--- config.mk ---
export PLATFORM = sky130hd
export DESIGN_NAME = eacm_ipv4_entry
export DESIGN_NICKNAME = d
export VERILOG_FILES = /design/src/shared/eacm_pkg.sv /design/src/shared/eacm_match_if.sv /design/src/rtl/eacm_match_core.sv /design/src/rtl/eacm_ipv4_entry.sv
export SDC_FILE = /design/constraint.sdc
export NUM_CORES = 1
export LEC_CHECK = 0
export ABC_AREA = 1
export BUFFER_PORTS_ARGS = -buffer_cell sky130_fd_sc_hd__buf_2
export CAP_MARGIN = 20
export CORE_MARGIN = 2
export CORE_UTILIZATION = 23
export DETAILED_ROUTE_END_ITERATION = 6
export HOLD_SLACK_MARGIN = 0.06
export SLEW_MARGIN = 20
export SYNTH_ARGS = -nofsm -noshare
export SYNTH_HDL_FRONTEND = slang
export SYNTH_HIERARCHICAL = 1
export SYNTH_SLANG_ARGS = --single-unit
--- constraint.sdc ---
create_clock -name hclk -period 1.5 [get_ports hclk]
set_input_delay 0.3 -clock hclk [delete_from_list [all_inputs] [get_ports hclk]]
set_output_delay 0.3 -clock hclk [all_outputs]
set_load 0.01 [all_outputs]
--- src/shared/eacm_pkg.sv ---
// Constants and register map of the IPv4 entry matcher
`default_nettype none
package eacm_pkg;
    // Register byte offsets
    localparam logic [7:0] OFS_CTRL = 8'h00;
    localparam logic [7:0] OFS_VALS = 8'h04;
    localparam logic [7:0] OFS_SRC_ADDR = 8'h08;
    localparam logic [7:0] OFS_SRC_MASK = 8'h0c;
    localparam logic [7:0] OFS_DST_ADDR = 8'h10;
    localparam logic [7:0] OFS_DST_MASK = 8'h14;
    localparam logic [7:0] OFS_HIT_CNT = 8'h18;
    localparam logic [7:0] OFS_STATUS = 8'h1c;
    // Control register fields
    localparam int CTL_IPV4 = 0;
    localparam int CTL_PROTO = 1;
    localparam int CTL_TTL = 4;
    localparam int CTL_FRAG = 6;
    localparam int CTL_OPT = 8;
    localparam int CTL_SRC = 10;
    localparam int CTL_DST = 12;
    localparam int CTL_ITYPE = 14;
    localparam int CTL_ICODE = 15;
    localparam int CTL_W = 16;
    localparam logic [15:0] CTRL_RST = 16'h0000;
    // Value register fields
    localparam int VAL_PROTO = 0;
    localparam int VAL_ITYPE = 8;
    localparam int VAL_ICODE = 16;
    localparam logic [23:0] VALS_RST = 24'h000000;
    localparam logic [31:0] ADDR_RST = 32'h00000000;
    localparam logic [31:0] MASK_RST = 32'hffffffff;
    // Protocol criterion codes
    localparam logic [2:0] PR_ANY = 3'h0;
    localparam logic [2:0] PR_SPEC = 3'h1;
    localparam logic [2:0] PR_ICMP = 3'h2;
    localparam logic [2:0] PR_UDP = 3'h3;
    localparam logic [2:0] PR_TCP = 3'h4;
    // Tri-state and address criterion codes
    localparam logic [1:0] TRI_ANY = 2'h0;
    localparam logic [1:0] TRI_NO = 2'h1;
    localparam logic [1:0] TRI_YES = 2'h2;
    localparam logic [1:0] AD_ANY = 2'h0;
    localparam logic [1:0] AD_HOST = 2'h1;
    localparam logic [1:0] AD_NET = 2'h2;
    // IPv4 protocol numbers and the AHB-Lite NONSEQ transfer code
    localparam logic [7:0] IPP_ICMP = 8'h01;
    localparam logic [7:0] IPP_TCP = 8'h06;
    localparam logic [7:0] IPP_UDP = 8'h11;
    localparam logic [1:0] HTRANS_NONSEQ = 2'h2;
endpackage : eacm_pkg
`default_nettype wire

--- src/shared/eacm_match_if.sv ---
// Configuration and parsed header carried to the match core
`timescale 1ns/100ps
`default_nettype none
interface eacm_match_if;
    logic ipv4_sel;
    logic [2:0] proto_mode;
    logic [1:0] ttl_mode, frag_mode, opt_mode, src_mode, dst_mode;
    logic itype_spec, icode_spec;
    logic [7:0] proto_val, itype_val, icode_val;
    logic [31:0] src_addr, src_mask, dst_addr, dst_mask;
    logic [7:0] f_proto, f_ttl, f_itype, f_icode;
    logic f_more_fragments_bit, f_options;
    logic [12:0] f_fragment_offset_field;
    logic [31:0] f_source_ip_address, f_destination_ip_address;
    logic hit;
    modport cfg (output ipv4_sel, proto_mode, ttl_mode, frag_mode, opt_mode, src_mode,
        dst_mode, itype_spec, icode_spec, proto_val, itype_val, icode_val, src_addr,
        src_mask, dst_addr, dst_mask, f_proto, f_ttl, f_itype, f_icode,
        f_more_fragments_bit, f_options, f_fragment_offset_field, f_source_ip_address,
        f_destination_ip_address, input hit);
    modport core (input ipv4_sel, proto_mode, ttl_mode, frag_mode, opt_mode, src_mode,
        dst_mode, itype_spec, icode_spec, proto_val, itype_val, icode_val, src_addr,
        src_mask, dst_addr, dst_mask, f_proto, f_ttl, f_itype, f_icode,
        f_more_fragments_bit, f_options, f_fragment_offset_field, f_source_ip_address,
        f_destination_ip_address, output hit);
endinterface : eacm_match_if
`default_nettype wire

--- src/rtl/eacm_match_core.sv ---
// Combinational match decision of one access control entry
`timescale 1ns/100ps
`default_nettype none
module eacm_match_core
    import eacm_pkg::*;
(
    eacm_match_if.core m
);
    // Code 3 of a tri-state field is unused and behaves as don't-care
    function automatic logic tri_ok(input logic [1:0] sel, input logic present);
        unique case (sel)
            TRI_NO: tri_ok = !present;
            TRI_YES: tri_ok = present;
            default: tri_ok = 1'b1;
        endcase
    endfunction : tri_ok

    function automatic logic addr_ok(input logic [1:0] mode, input logic [31:0] fa,
        input logic [31:0] ca, input logic [31:0] mk);
        unique case (mode)
            AD_HOST: addr_ok = (fa == ca);
            AD_NET: addr_ok = ((fa ^ ca) & mk) == 32'h00000000;
            default: addr_ok = 1'b1;
        endcase
    endfunction : addr_ok

    function automatic logic byte_ok(input logic spec, input logic [7:0] fv,
        input logic [7:0] cv);
        byte_ok = !spec || (fv == cv);
    endfunction : byte_ok

    logic proto_ok, ttl_ok, frag_ok, opt_ok, src_ok, dst_ok, icmp_ok;

    always_comb begin
        unique case (m.proto_mode)
            PR_SPEC: proto_ok = (m.f_proto == m.proto_val);
            PR_ICMP: proto_ok = (m.f_proto == IPP_ICMP);
            PR_UDP: proto_ok = (m.f_proto == IPP_UDP);
            PR_TCP: proto_ok = (m.f_proto == IPP_TCP);
            default: proto_ok = 1'b1;
        endcase
    end

    // Zero setting is "no TTL present", non-zero is "TTL present"
    assign ttl_ok = tri_ok(m.ttl_mode, m.f_ttl != 8'h00);
    assign frag_ok = tri_ok(m.frag_mode, m.f_more_fragments_bit ||
        (m.f_fragment_offset_field != 13'h0000));
    assign opt_ok = tri_ok(m.opt_mode, m.f_options);
    assign src_ok = addr_ok(m.src_mode, m.f_source_ip_address, m.src_addr, m.src_mask);
    assign dst_ok = addr_ok(m.dst_mode, m.f_destination_ip_address, m.dst_addr,
        m.dst_mask);
    assign icmp_ok = (m.proto_mode != PR_ICMP) ||
        (byte_ok(m.itype_spec, m.f_itype, m.itype_val) &&
        byte_ok(m.icode_spec, m.f_icode, m.icode_val));
    // Other frame types leave every IPv4 criterion out of the decision
    assign m.hit = !m.ipv4_sel || (proto_ok && ttl_ok && frag_ok && opt_ok &&
        src_ok && dst_ok && icmp_ok);
endmodule : eacm_match_core
`default_nettype wire

--- src/rtl/eacm_ipv4_entry.sv ---
// IPv4 access control entry matcher with AHB-Lite configuration slave
//
// Our own choices: the register offsets and the AHB-Lite register port.
`timescale 1ns/100ps
`default_nettype none
module eacm_ipv4_entry
    import eacm_pkg::*;
#(
    parameter int CNT_W = 32
) (
    // Clock and reset
    input wire logic hclk,
    input wire logic hresetn,
    // AHB-Lite slave
    input wire logic hsel,
    input wire logic [31:0] haddr,
    input wire logic [1:0] htrans,
    input wire logic hwrite,
    input wire logic [2:0] hsize,
    input wire logic [31:0] hwdata,
    input wire logic hready,
    output logic hreadyout,
    output logic hresp,
    output logic [31:0] hrdata,
    // Parsed IPv4 header from the frame pipeline
    input wire logic frm_valid,
    input wire logic [7:0] frm_protocol,
    input wire logic [7:0] frm_ttl,
    input wire logic frm_more_fragments_bit,
    input wire logic [12:0] frm_fragment_offset_field,
    input wire logic frm_options,
    input wire logic [31:0] frm_source_ip_address,
    input wire logic [31:0] frm_destination_ip_address,
    input wire logic [7:0] frm_icmp_type,
    input wire logic [7:0] frm_icmp_code,
    // Match result
    output logic hit_valid,
    output logic hit
);
    if (CNT_W < 1 || CNT_W > 32) begin : g_chk
        $error("CNT_W must lie between 1 and 32");
    end

    logic [15:0] ctrl_ff;
    logic [23:0] vals_ff;
    logic [31:0] src_addr_ff, src_mask_ff, dst_addr_ff, dst_mask_ff;
    logic [CNT_W-1:0] hit_cnt_ff;
    logic dphase_ff, wr_ff, hreadyout_ff, hit_valid_ff, hit_ff;
    logic [7:0] addr_ff;
    logic [31:0] hrdata_ff, nxt_hrdata;
    logic accept, do_write;

    eacm_match_if mif ();

    // Register fields steer the match core directly
    assign mif.ipv4_sel = ctrl_ff[CTL_IPV4];
    assign mif.proto_mode = ctrl_ff[CTL_PROTO +: 3];
    assign mif.ttl_mode = ctrl_ff[CTL_TTL +: 2];
    assign mif.frag_mode = ctrl_ff[CTL_FRAG +: 2];
    assign mif.opt_mode = ctrl_ff[CTL_OPT +: 2];
    assign mif.src_mode = ctrl_ff[CTL_SRC +: 2];
    assign mif.dst_mode = ctrl_ff[CTL_DST +: 2];
    assign mif.itype_spec = ctrl_ff[CTL_ITYPE];
    assign mif.icode_spec = ctrl_ff[CTL_ICODE];
    assign mif.proto_val = vals_ff[VAL_PROTO +: 8];
    assign mif.itype_val = vals_ff[VAL_ITYPE +: 8];
    assign mif.icode_val = vals_ff[VAL_ICODE +: 8];
    assign mif.src_addr = src_addr_ff;
    assign mif.src_mask = src_mask_ff;
    assign mif.dst_addr = dst_addr_ff;
    assign mif.dst_mask = dst_mask_ff;
    assign mif.f_proto = frm_protocol;
    assign mif.f_ttl = frm_ttl;
    assign mif.f_itype = frm_icmp_type;
    assign mif.f_icode = frm_icmp_code;
    assign mif.f_more_fragments_bit = frm_more_fragments_bit;
    assign mif.f_options = frm_options;
    assign mif.f_fragment_offset_field = frm_fragment_offset_field;
    assign mif.f_source_ip_address = frm_source_ip_address;
    assign mif.f_destination_ip_address = frm_destination_ip_address;

    eacm_match_core u_core (
        .m (mif.core)
    );

    // Bus slave: every transfer takes one wait state, so a read always
    // sees the result of the write before it without forwarding paths
    assign accept = hsel && htrans == HTRANS_NONSEQ && hready;
    assign do_write = dphase_ff && wr_ff;

    always_ff @(posedge hclk or negedge hresetn) begin
        if (!hresetn) begin
            dphase_ff <= 1'b0;
            wr_ff <= 1'b0;
            addr_ff <= 8'h00;
        end else if (accept) begin
            dphase_ff <= 1'b1;
            wr_ff <= hwrite;
            addr_ff <= {haddr[7:2], 2'b00};
        end else begin
            dphase_ff <= 1'b0;
        end
    end

    always_ff @(posedge hclk or negedge hresetn) begin
        if (!hresetn) begin
            hreadyout_ff <= 1'b1;
        end else begin
            hreadyout_ff <= !accept;
        end
    end

    always_ff @(posedge hclk or negedge hresetn) begin
        if (!hresetn) begin
            ctrl_ff <= CTRL_RST;
            vals_ff <= VALS_RST;
            src_addr_ff <= ADDR_RST;
            src_mask_ff <= MASK_RST;
            dst_addr_ff <= ADDR_RST;
            dst_mask_ff <= MASK_RST;
        end else if (do_write) begin
            unique case (addr_ff)
                OFS_CTRL: ctrl_ff <= hwdata[CTL_W-1:0];
                OFS_VALS: vals_ff <= hwdata[23:0];
                OFS_SRC_ADDR: src_addr_ff <= hwdata;
                OFS_SRC_MASK: src_mask_ff <= hwdata;
                OFS_DST_ADDR: dst_addr_ff <= hwdata;
                OFS_DST_MASK: dst_mask_ff <= hwdata;
                default: ;
            endcase
        end
    end

    // Unmapped offsets read as zero and ignore writes; response is OKAY
    always_comb begin
        nxt_hrdata = 32'h00000000;
        unique case (addr_ff)
            OFS_CTRL: nxt_hrdata = {16'h0000, ctrl_ff};
            OFS_VALS: nxt_hrdata = {8'h00, vals_ff};
            OFS_SRC_ADDR: nxt_hrdata = src_addr_ff;
            OFS_SRC_MASK: nxt_hrdata = src_mask_ff;
            OFS_DST_ADDR: nxt_hrdata = dst_addr_ff;
            OFS_DST_MASK: nxt_hrdata = dst_mask_ff;
            OFS_HIT_CNT: nxt_hrdata = 32'(hit_cnt_ff);
            OFS_STATUS: nxt_hrdata = {30'h0, hit_valid_ff, hit_ff};
            default: nxt_hrdata = 32'h00000000;
        endcase
    end

    always_ff @(posedge hclk or negedge hresetn) begin
        if (!hresetn) begin
            hrdata_ff <= 32'h00000000;
        end else if (dphase_ff && !wr_ff) begin
            hrdata_ff <= nxt_hrdata;
        end
    end

    // Match result, registered one cycle after the header
    always_ff @(posedge hclk or negedge hresetn) begin
        if (!hresetn) begin
            hit_valid_ff <= 1'b0;
            hit_ff <= 1'b0;
        end else begin
            hit_valid_ff <= frm_valid;
            hit_ff <= frm_valid && mif.hit;
        end
    end

    // Hit counter, cleared by a write to OFS_HIT_CNT; a hit in the same cycle still counts
    always_ff @(posedge hclk or negedge hresetn) begin
        if (!hresetn) begin
            hit_cnt_ff <= '0;
        end else if (hit_valid_ff && hit_ff) begin
            if (do_write && addr_ff == OFS_HIT_CNT) begin
                hit_cnt_ff <= CNT_W'(1);
            end else begin
                hit_cnt_ff <= hit_cnt_ff + CNT_W'(1);
            end
        end else if (do_write && addr_ff == OFS_HIT_CNT) begin
            hit_cnt_ff <= '0;
        end
    end

    assign hreadyout = hreadyout_ff;
    assign hresp = 1'b0;
    assign hrdata = hrdata_ff;
    assign hit_valid = hit_valid_ff;
    assign hit = hit_ff;

    logic ipv4_on;
    logic [2:0] pmode;
    assign ipv4_on = ctrl_ff[CTL_IPV4];
    assign pmode = ctrl_ff[CTL_PROTO +: 3];
endmodule : eacm_ipv4_entry
`default_nettype wire

==> impl_metrics.tcl, run 1 <==
set metrics [dict create \
    status "complete, but fails checks" \
    violations "setup timing" \
    fill_cells 6407 \
    dp.cells 3322 \
    fin_skew_ns 0.0376 \
    antenna_found_initial 25 \
    clockBufferDepth 3 \
    cts_buffers 29 \
    syn-num-nets 2302 \
    holdPathStages 3 \
    min_period_over_period 1.11 \
    overflow 0 \
    grt_usage 0.174 \
    clock.fmax_ghz 0.598 \
    critPathKind "register to register" \
    post-place-ws_ns -0.303 \
    crit_cells 13 \
    dpl.hpwl_um 41800 \
    fp.dieH_um 254 \
    vias 15600 \
    layout.cells.non_filler 3457 \
    postSynthRegisterBits 243 \
    cts.clk_slew.worst_paths_ns 0.06 \
    postRouteAntennaNets 0 \
    cp.arrival_ns 2.12 \
    layout-drive-gt1-share 0.354 \
    crit_path_max_fanout 5 \
    final_cell_mix "nand2_1, inv_1, buf_4, nand3_1, buf_2" \
    drcViolationCount 0 \
    setup_violations 235 \
    num_io_pins 222 \
    drtPass1Iterations 5 \
    start_util 0.233 \
    cts-root-buf "clkbuf_16" \
    routed_wl_um 61300 \
    report.final.hold_viol_count 0 \
    hold_path.class "input pin to register" \
    die-area_um2 64600 \
    crit_required_ns 1.95 \
    drt_iter0_drc 1186 \
    cpMaxStageDelayCell "dfrtp_1" \
    path_buf_inv 4 \
    synthCells 2105 \
    fp.dieW_um 254 \
    layout_min_cycle_time_ns 1.67 \
    slowest_delay_ns 0.39 \
    grt_pass1_vias 14400 \
    finalMaxSlewViolations 0 \
    setup.worst_path.start_class "register" \
    yosysSeqAreaShare 0.428 \
    avgRoutedWirePerCell_um 17.7 \
    ys_top_cells_by_area "dfrtp_1, nand2_1, dfstp_2, nand3_1, inv_1" \
    grt_max_degree 65 \
    cellLeakagePower_nw 12.0 \
    syn_to_final_growth_pct 50.9 \
    crit_family "simple AND/OR/NAND/NOR gates" \
    path_cells "inv_2 > nor2_1 > nand2_2 > buf_4 > nor2_4 > buf_6 > buf_6 > nand2_2 > nand2_2 > nor2_1 > nand2_1 > nand2_1 > nand2_1" \
    htreeDepth 1 \
    yosysWarnings 6 \
    nets 2787 \
    synth.top_cell.area_share 0.309 \
    synth.avg_cell_area_um2 6.84 \
    layout_setup_ws_ns -0.171 \
    core_um2 61800 \
    io_buffers 191 \
    p_per_area_nw_per_um2 983 \
    drv_cap 0 \
    cts_tree "done" \
    peakVddDrop_mv 0.842 \
    syn_area_um2 14400 \
    reg2reg_depth 13 \
    grt_pass1_wl_um 85300 \
    cts_sinks 243 \
    place_congestion 0.881 \
    yosys.area.top_type "dfrtp_1" \
    mostFrequentLayoutCell "nand2_1" \
    clock_latency_ns 0.59 \
    rrSetupSlack_ns -0.17 \
    rsz0062_at_grt "true" \
    cp-end-kind "register" \
    vias_per_cell 4.52 \
    row_count 91 \
    synth.distinct_cells 42 \
]
## per-layer routing
layer / GRT usage / vias to the layer above / routed length, um
met5: 0 / - / 153
met4: 0.0587 / 26 / 2530
met1: 0.233 / 7274 / 26000
li1: - / 7625 / -
met2: 0.273 / 548 / 28000
met3: 0.0433 / 147 / 4750
## cell type report
cell class | count | area [um2] | share of cell area
flip-flops and latches | 243 | 6170 | 0.284
inverters | 243 | 915 | 0.0421
multi-input cells | 1549 | 8060 | 0.371
repair buffers | 524 | 4580 | 0.211
clock buffers | 43 | 838 | 0.0386
diodes | 7 | 17.5 | 0.000807
clock inverters | 11 | 93.8 | 0.00432
well taps | 837 | 1050 | 0.0482
## repair_timing
| item | 4_1_cts | 5_1_grt |
|---|---|---|
| endpoints found under the hold margin | 196 | 0 |
| resized for setup | 167 | 287 |
| buffers inserted | 20 | 14 |
| setup endpoints to repair | 222 | 240 |
| gates cloned | 11 | 22 |
| hold buffers | 12 | 0 |
| pin swaps | 51 | 82 |
## metrics by stage
| stage | hold slack, ns | total power, W | util | TNS, ns | cell area (um2) |
|---|---|---|---|---|---|
| after floorplan | 0.00441 | 0.0103 | - | 0 | 14400 |
| after global placement | 0.157 | 0.0131 | 0.296 | -21.84 | 18300 |
| after detailed placement | 0.150 | 0.0131 | 0.296 | -23.80 | 18300 |
| after CTS | 0.0636 | 0.0209 | 0.330 | -17.05 | 20400 |
| after global routing | 0.0658 | 0.0223 | 0.351 | -40.83 | 21700 |
| final | 0.0681 | 0.0213 | 0.351 | -22.46 | 21700 |
## cells in the mapped netlist, drive strengths merged
cell type  instances
a21boi             1
a21o               1
a21oi             14
a22oi              1
and2               3
and3               1
buf               54
clkbuf            19
clkinv             2
conb               1
dfrtp            178
dfstp             65
ha                11
inv              241
nand2            779
nand2b             1
nand3            223
nand3b             5
nand4             31
nor2             232
nor3               8
o21ai            190
o21ba              1
o21bai             7
or2               15
xnor2             19
xor2               2
## cell families after synthesis
family / count (synthesis) / share of synthesized area
flops: 243 / 0.428
simple gates: 1298 / 0.379
compound gates: 215 / 0.0782
buf+inv: 316 / 0.0919
other cells: 1 / 0.000261
fa+ha+maj: 11 / 0.00956
xor+xnor: 21 / 0.0128
## path summary, 6_finish.rpt
path	from	end
max	addr_ff[4]	hrdata[0]
min	hwdata[28]	dst_mask_ff[28]
max reg2reg	addr_ff[4]	hrdata[0]
min reg2reg	hrdata[4]	hrdata[4]
max in group asynchronous	hresetn	dst_mask_ff[2]
min in group asynchronous	hresetn	hrdata[13]
## where the power goes
group	leakage, nW	internal, W	switching (W)	total [W]
clock network	0.461	0.00403	0.00305	0.00709
logic	8.94	0.00281	0.00366	0.00647
registers	2.60	0.00726	0.000522	0.00778
## state kept, by name, indices dropped and copies added, names as in the netlist
| signal | count |
|---|---|
| dst_addr_ff | 32 |
| dst_mask_ff | 32 |
| hit_cnt_ff | 32 |
| hrdata | 32 |
| mif.src_addr | 32 |
| mif.src_mask | 32 |
| vals_ff | 24 |
| ctrl_ff | 16 |
| addr_ff | 6 |
| dphase_ff | 1 |
| hit | 1 |
| hit_valid | 1 |
| hreadyout | 1 |
| wr_ff | 1 |
## worst reg2reg max path, stage by stage, from the launching register on
cell,delay (ns)
dfrtp_1,0.39
inv_2,0.13
nor2_1,0.07
nand2_2,0.08
buf_4,0.12
nor2_4,0.03
buf_6,0.13
buf_6,0.13
nand2_2,0.06
nand2_2,0.05
nor2_1,0.12
nand2_1,0.12
nand2_1,0.10
nand2_1,0.05
Power figures use the tool's default switching activity.
==> inputs of run 2 (changes only) <==
Settings changed: CTS_BUF_LIST set to sky130_fd_sc_hd__clkbuf_16.
==> impl_metrics.tcl, run 2 (synthesized netlist as in run 1, its figures left out) <==
set metrics [dict create \
    cts-root-buf "clkbuf_16" \
    fp.dieW_um 254 \
    dpl.hpwl_um 41800 \
    layout.cells.non_filler 3458 \
    p_per_area_nw_per_um2 948 \
    clockBufferDepth 3 \
    design_power_total_w 0.0214 \
    setup_violations 218 \
    core_um2 61800 \
    final_cell_mix "nand2_1, inv_1, buf_4, buf_2, nand3_1" \
    antenna_found_initial 24 \
    routed_wl_um 61600 \
    dp.cells 3322 \
    start_util 0.233 \
    rsz0062_at_grt "true" \
    clock_latency_ns 0.59 \
    crit_required_ns 1.94 \
    peakVddDrop_mv 0.897 \
    finalMaxSlewViolations 0 \
    drcViolationCount 0 \
    layout-drive-gt1-share 0.404 \
    report.final.hold_viol_count 0 \
    cts_tree "done" \
    mostFrequentLayoutCell "nand2_1" \
    vias_per_cell 4.56 \
    cp-end-kind "register" \
    cpMaxStageDelayCell "dfrtp_1" \
    fill_cells 6282 \
    syn_to_final_growth_pct 56.6 \
    violations "setup timing" \
    placed_area_um2 18300 \
    avgRoutedWirePerCell_um 17.8 \
    postRouteAntennaNets 0 \
    status "complete, but fails checks" \
    post-place-ws_ns -0.303 \
    cellLeakagePower_nw 12.1 \
    seq_area_um2 6170 \
    hold_path.class "input pin to register" \
    cts_buffers 29 \
    nets 2788 \
    drt_iter0_drc 1059 \
    crit_path_max_fanout 8 \
    setup.worst_path.start_class "register" \
    cp.arrival_ns 2.14 \
    vias 15800 \
    critPathKind "register to register" \
    clock.fmax_ghz 0.590 \
    drv_cap 0 \
    layout_setup_ws_ns -0.195 \
    num_io_pins 222 \
    stdcell_area_um2 22500 \
    row_count 91 \
    die-area_um2 64600 \
    slowest_delay_ns 0.40 \
    cts_sinks 243 \
    path_cells "nor2_4 > buf_6 > buf_12 > buf_16 > nand4_1 > buf_6 > buf_12 > nand2_4 > o21ai_1" \
    grt_pass1_wl_um 85800 \
    fp.dieH_um 254 \
    htreeDepth 1 \
    multi_input_area_um2 8800 \
    drtPass1Iterations 7 \
    holdWs_ns 0.0919 \
    cts.clk_slew.worst_paths_ns 0.06 \
    min_period_over_period 1.13 \
    layout_min_cycle_time_ns 1.70 \
    place_congestion 0.881 \
    fin_skew_ns 0.0390 \
    grt_pass1_vias 14500 \
    grt_usage 0.175 \
    overflow 0 \
    grt_max_degree 65 \
    io_buffers 191 \
]
==> run 2: layer usage <==
layer  part of all wire  global-route usage
met3              0.077              0.0400
met1               0.42               0.236
met5             0.0026                   0
met4              0.047              0.0570
met2               0.45               0.276
==> run 2: critical path: cells and delay by family, from the launching register on <==
kind / cells / cell delay (ns)
buf+inv: 5 / 0.78
compound gates: 1 / 0.06
flops: 1 / 0.40
simple gates: 3 / 0.33
==> run 2: cell type report <==
class | instances | area share
clock buffers | 29 | 0.0322
multi-input cells | 1547 | 0.390
diodes | 7 | 0.000777
inverters | 243 | 0.0411
well taps | 837 | 0.0465
clock inverters | 25 | 0.00650
repair buffers | 527 | 0.209
flip-flops and latches | 243 | 0.274
==> run 2: what timing repair did <==
action,in CTS,in global routing
hold buffers,12,0
resized for setup,215,519
pin swaps,40,123
gates cloned,15,19
hold endpoints to repair,194,0
buffers inserted,22,15
setup endpoints to repair,223,238
==> run 2: metrics by stage <==
step | TNS [ns] | utilization
floorplan | 0 | -
global placement | -21.84 | 0.296
detailed placement | -23.80 | 0.296
CTS | -15.56 | 0.329
global route | -34.64 | 0.364
finish | -17.71 | 0.365
==> run 2: path summary, 6_finish.rpt <==
kind / from / endpoint / cells past startpoint / slack, ns
max: addr_ff[7] / ctrl_ff[12] / 9 / -0.20
min: hwdata[30] / mif.src_mask[30] / 3 / 0.09
max reg2reg: addr_ff[7] / ctrl_ff[12] / 9 / -0.20
min reg2reg: hrdata[13] / hrdata[13] / 2 / 0.47
max in group asynchronous: hresetn / dst_mask_ff[2] / 3 / 0.60
min in group asynchronous: hresetn / hrdata[13] / 2 / 0.14
==> run 2: where the power goes <==
part	switching (W)	internal (W)	total, W	leakage (nW)
Sequential	0.000589	0.00726	0.00785	2.59
Combinational	0.00383	0.00299	0.00682	9.05
Clock	0.00302	0.00367	0.00669	0.460
Total	0.00744	0.0139	0.0214	12.1
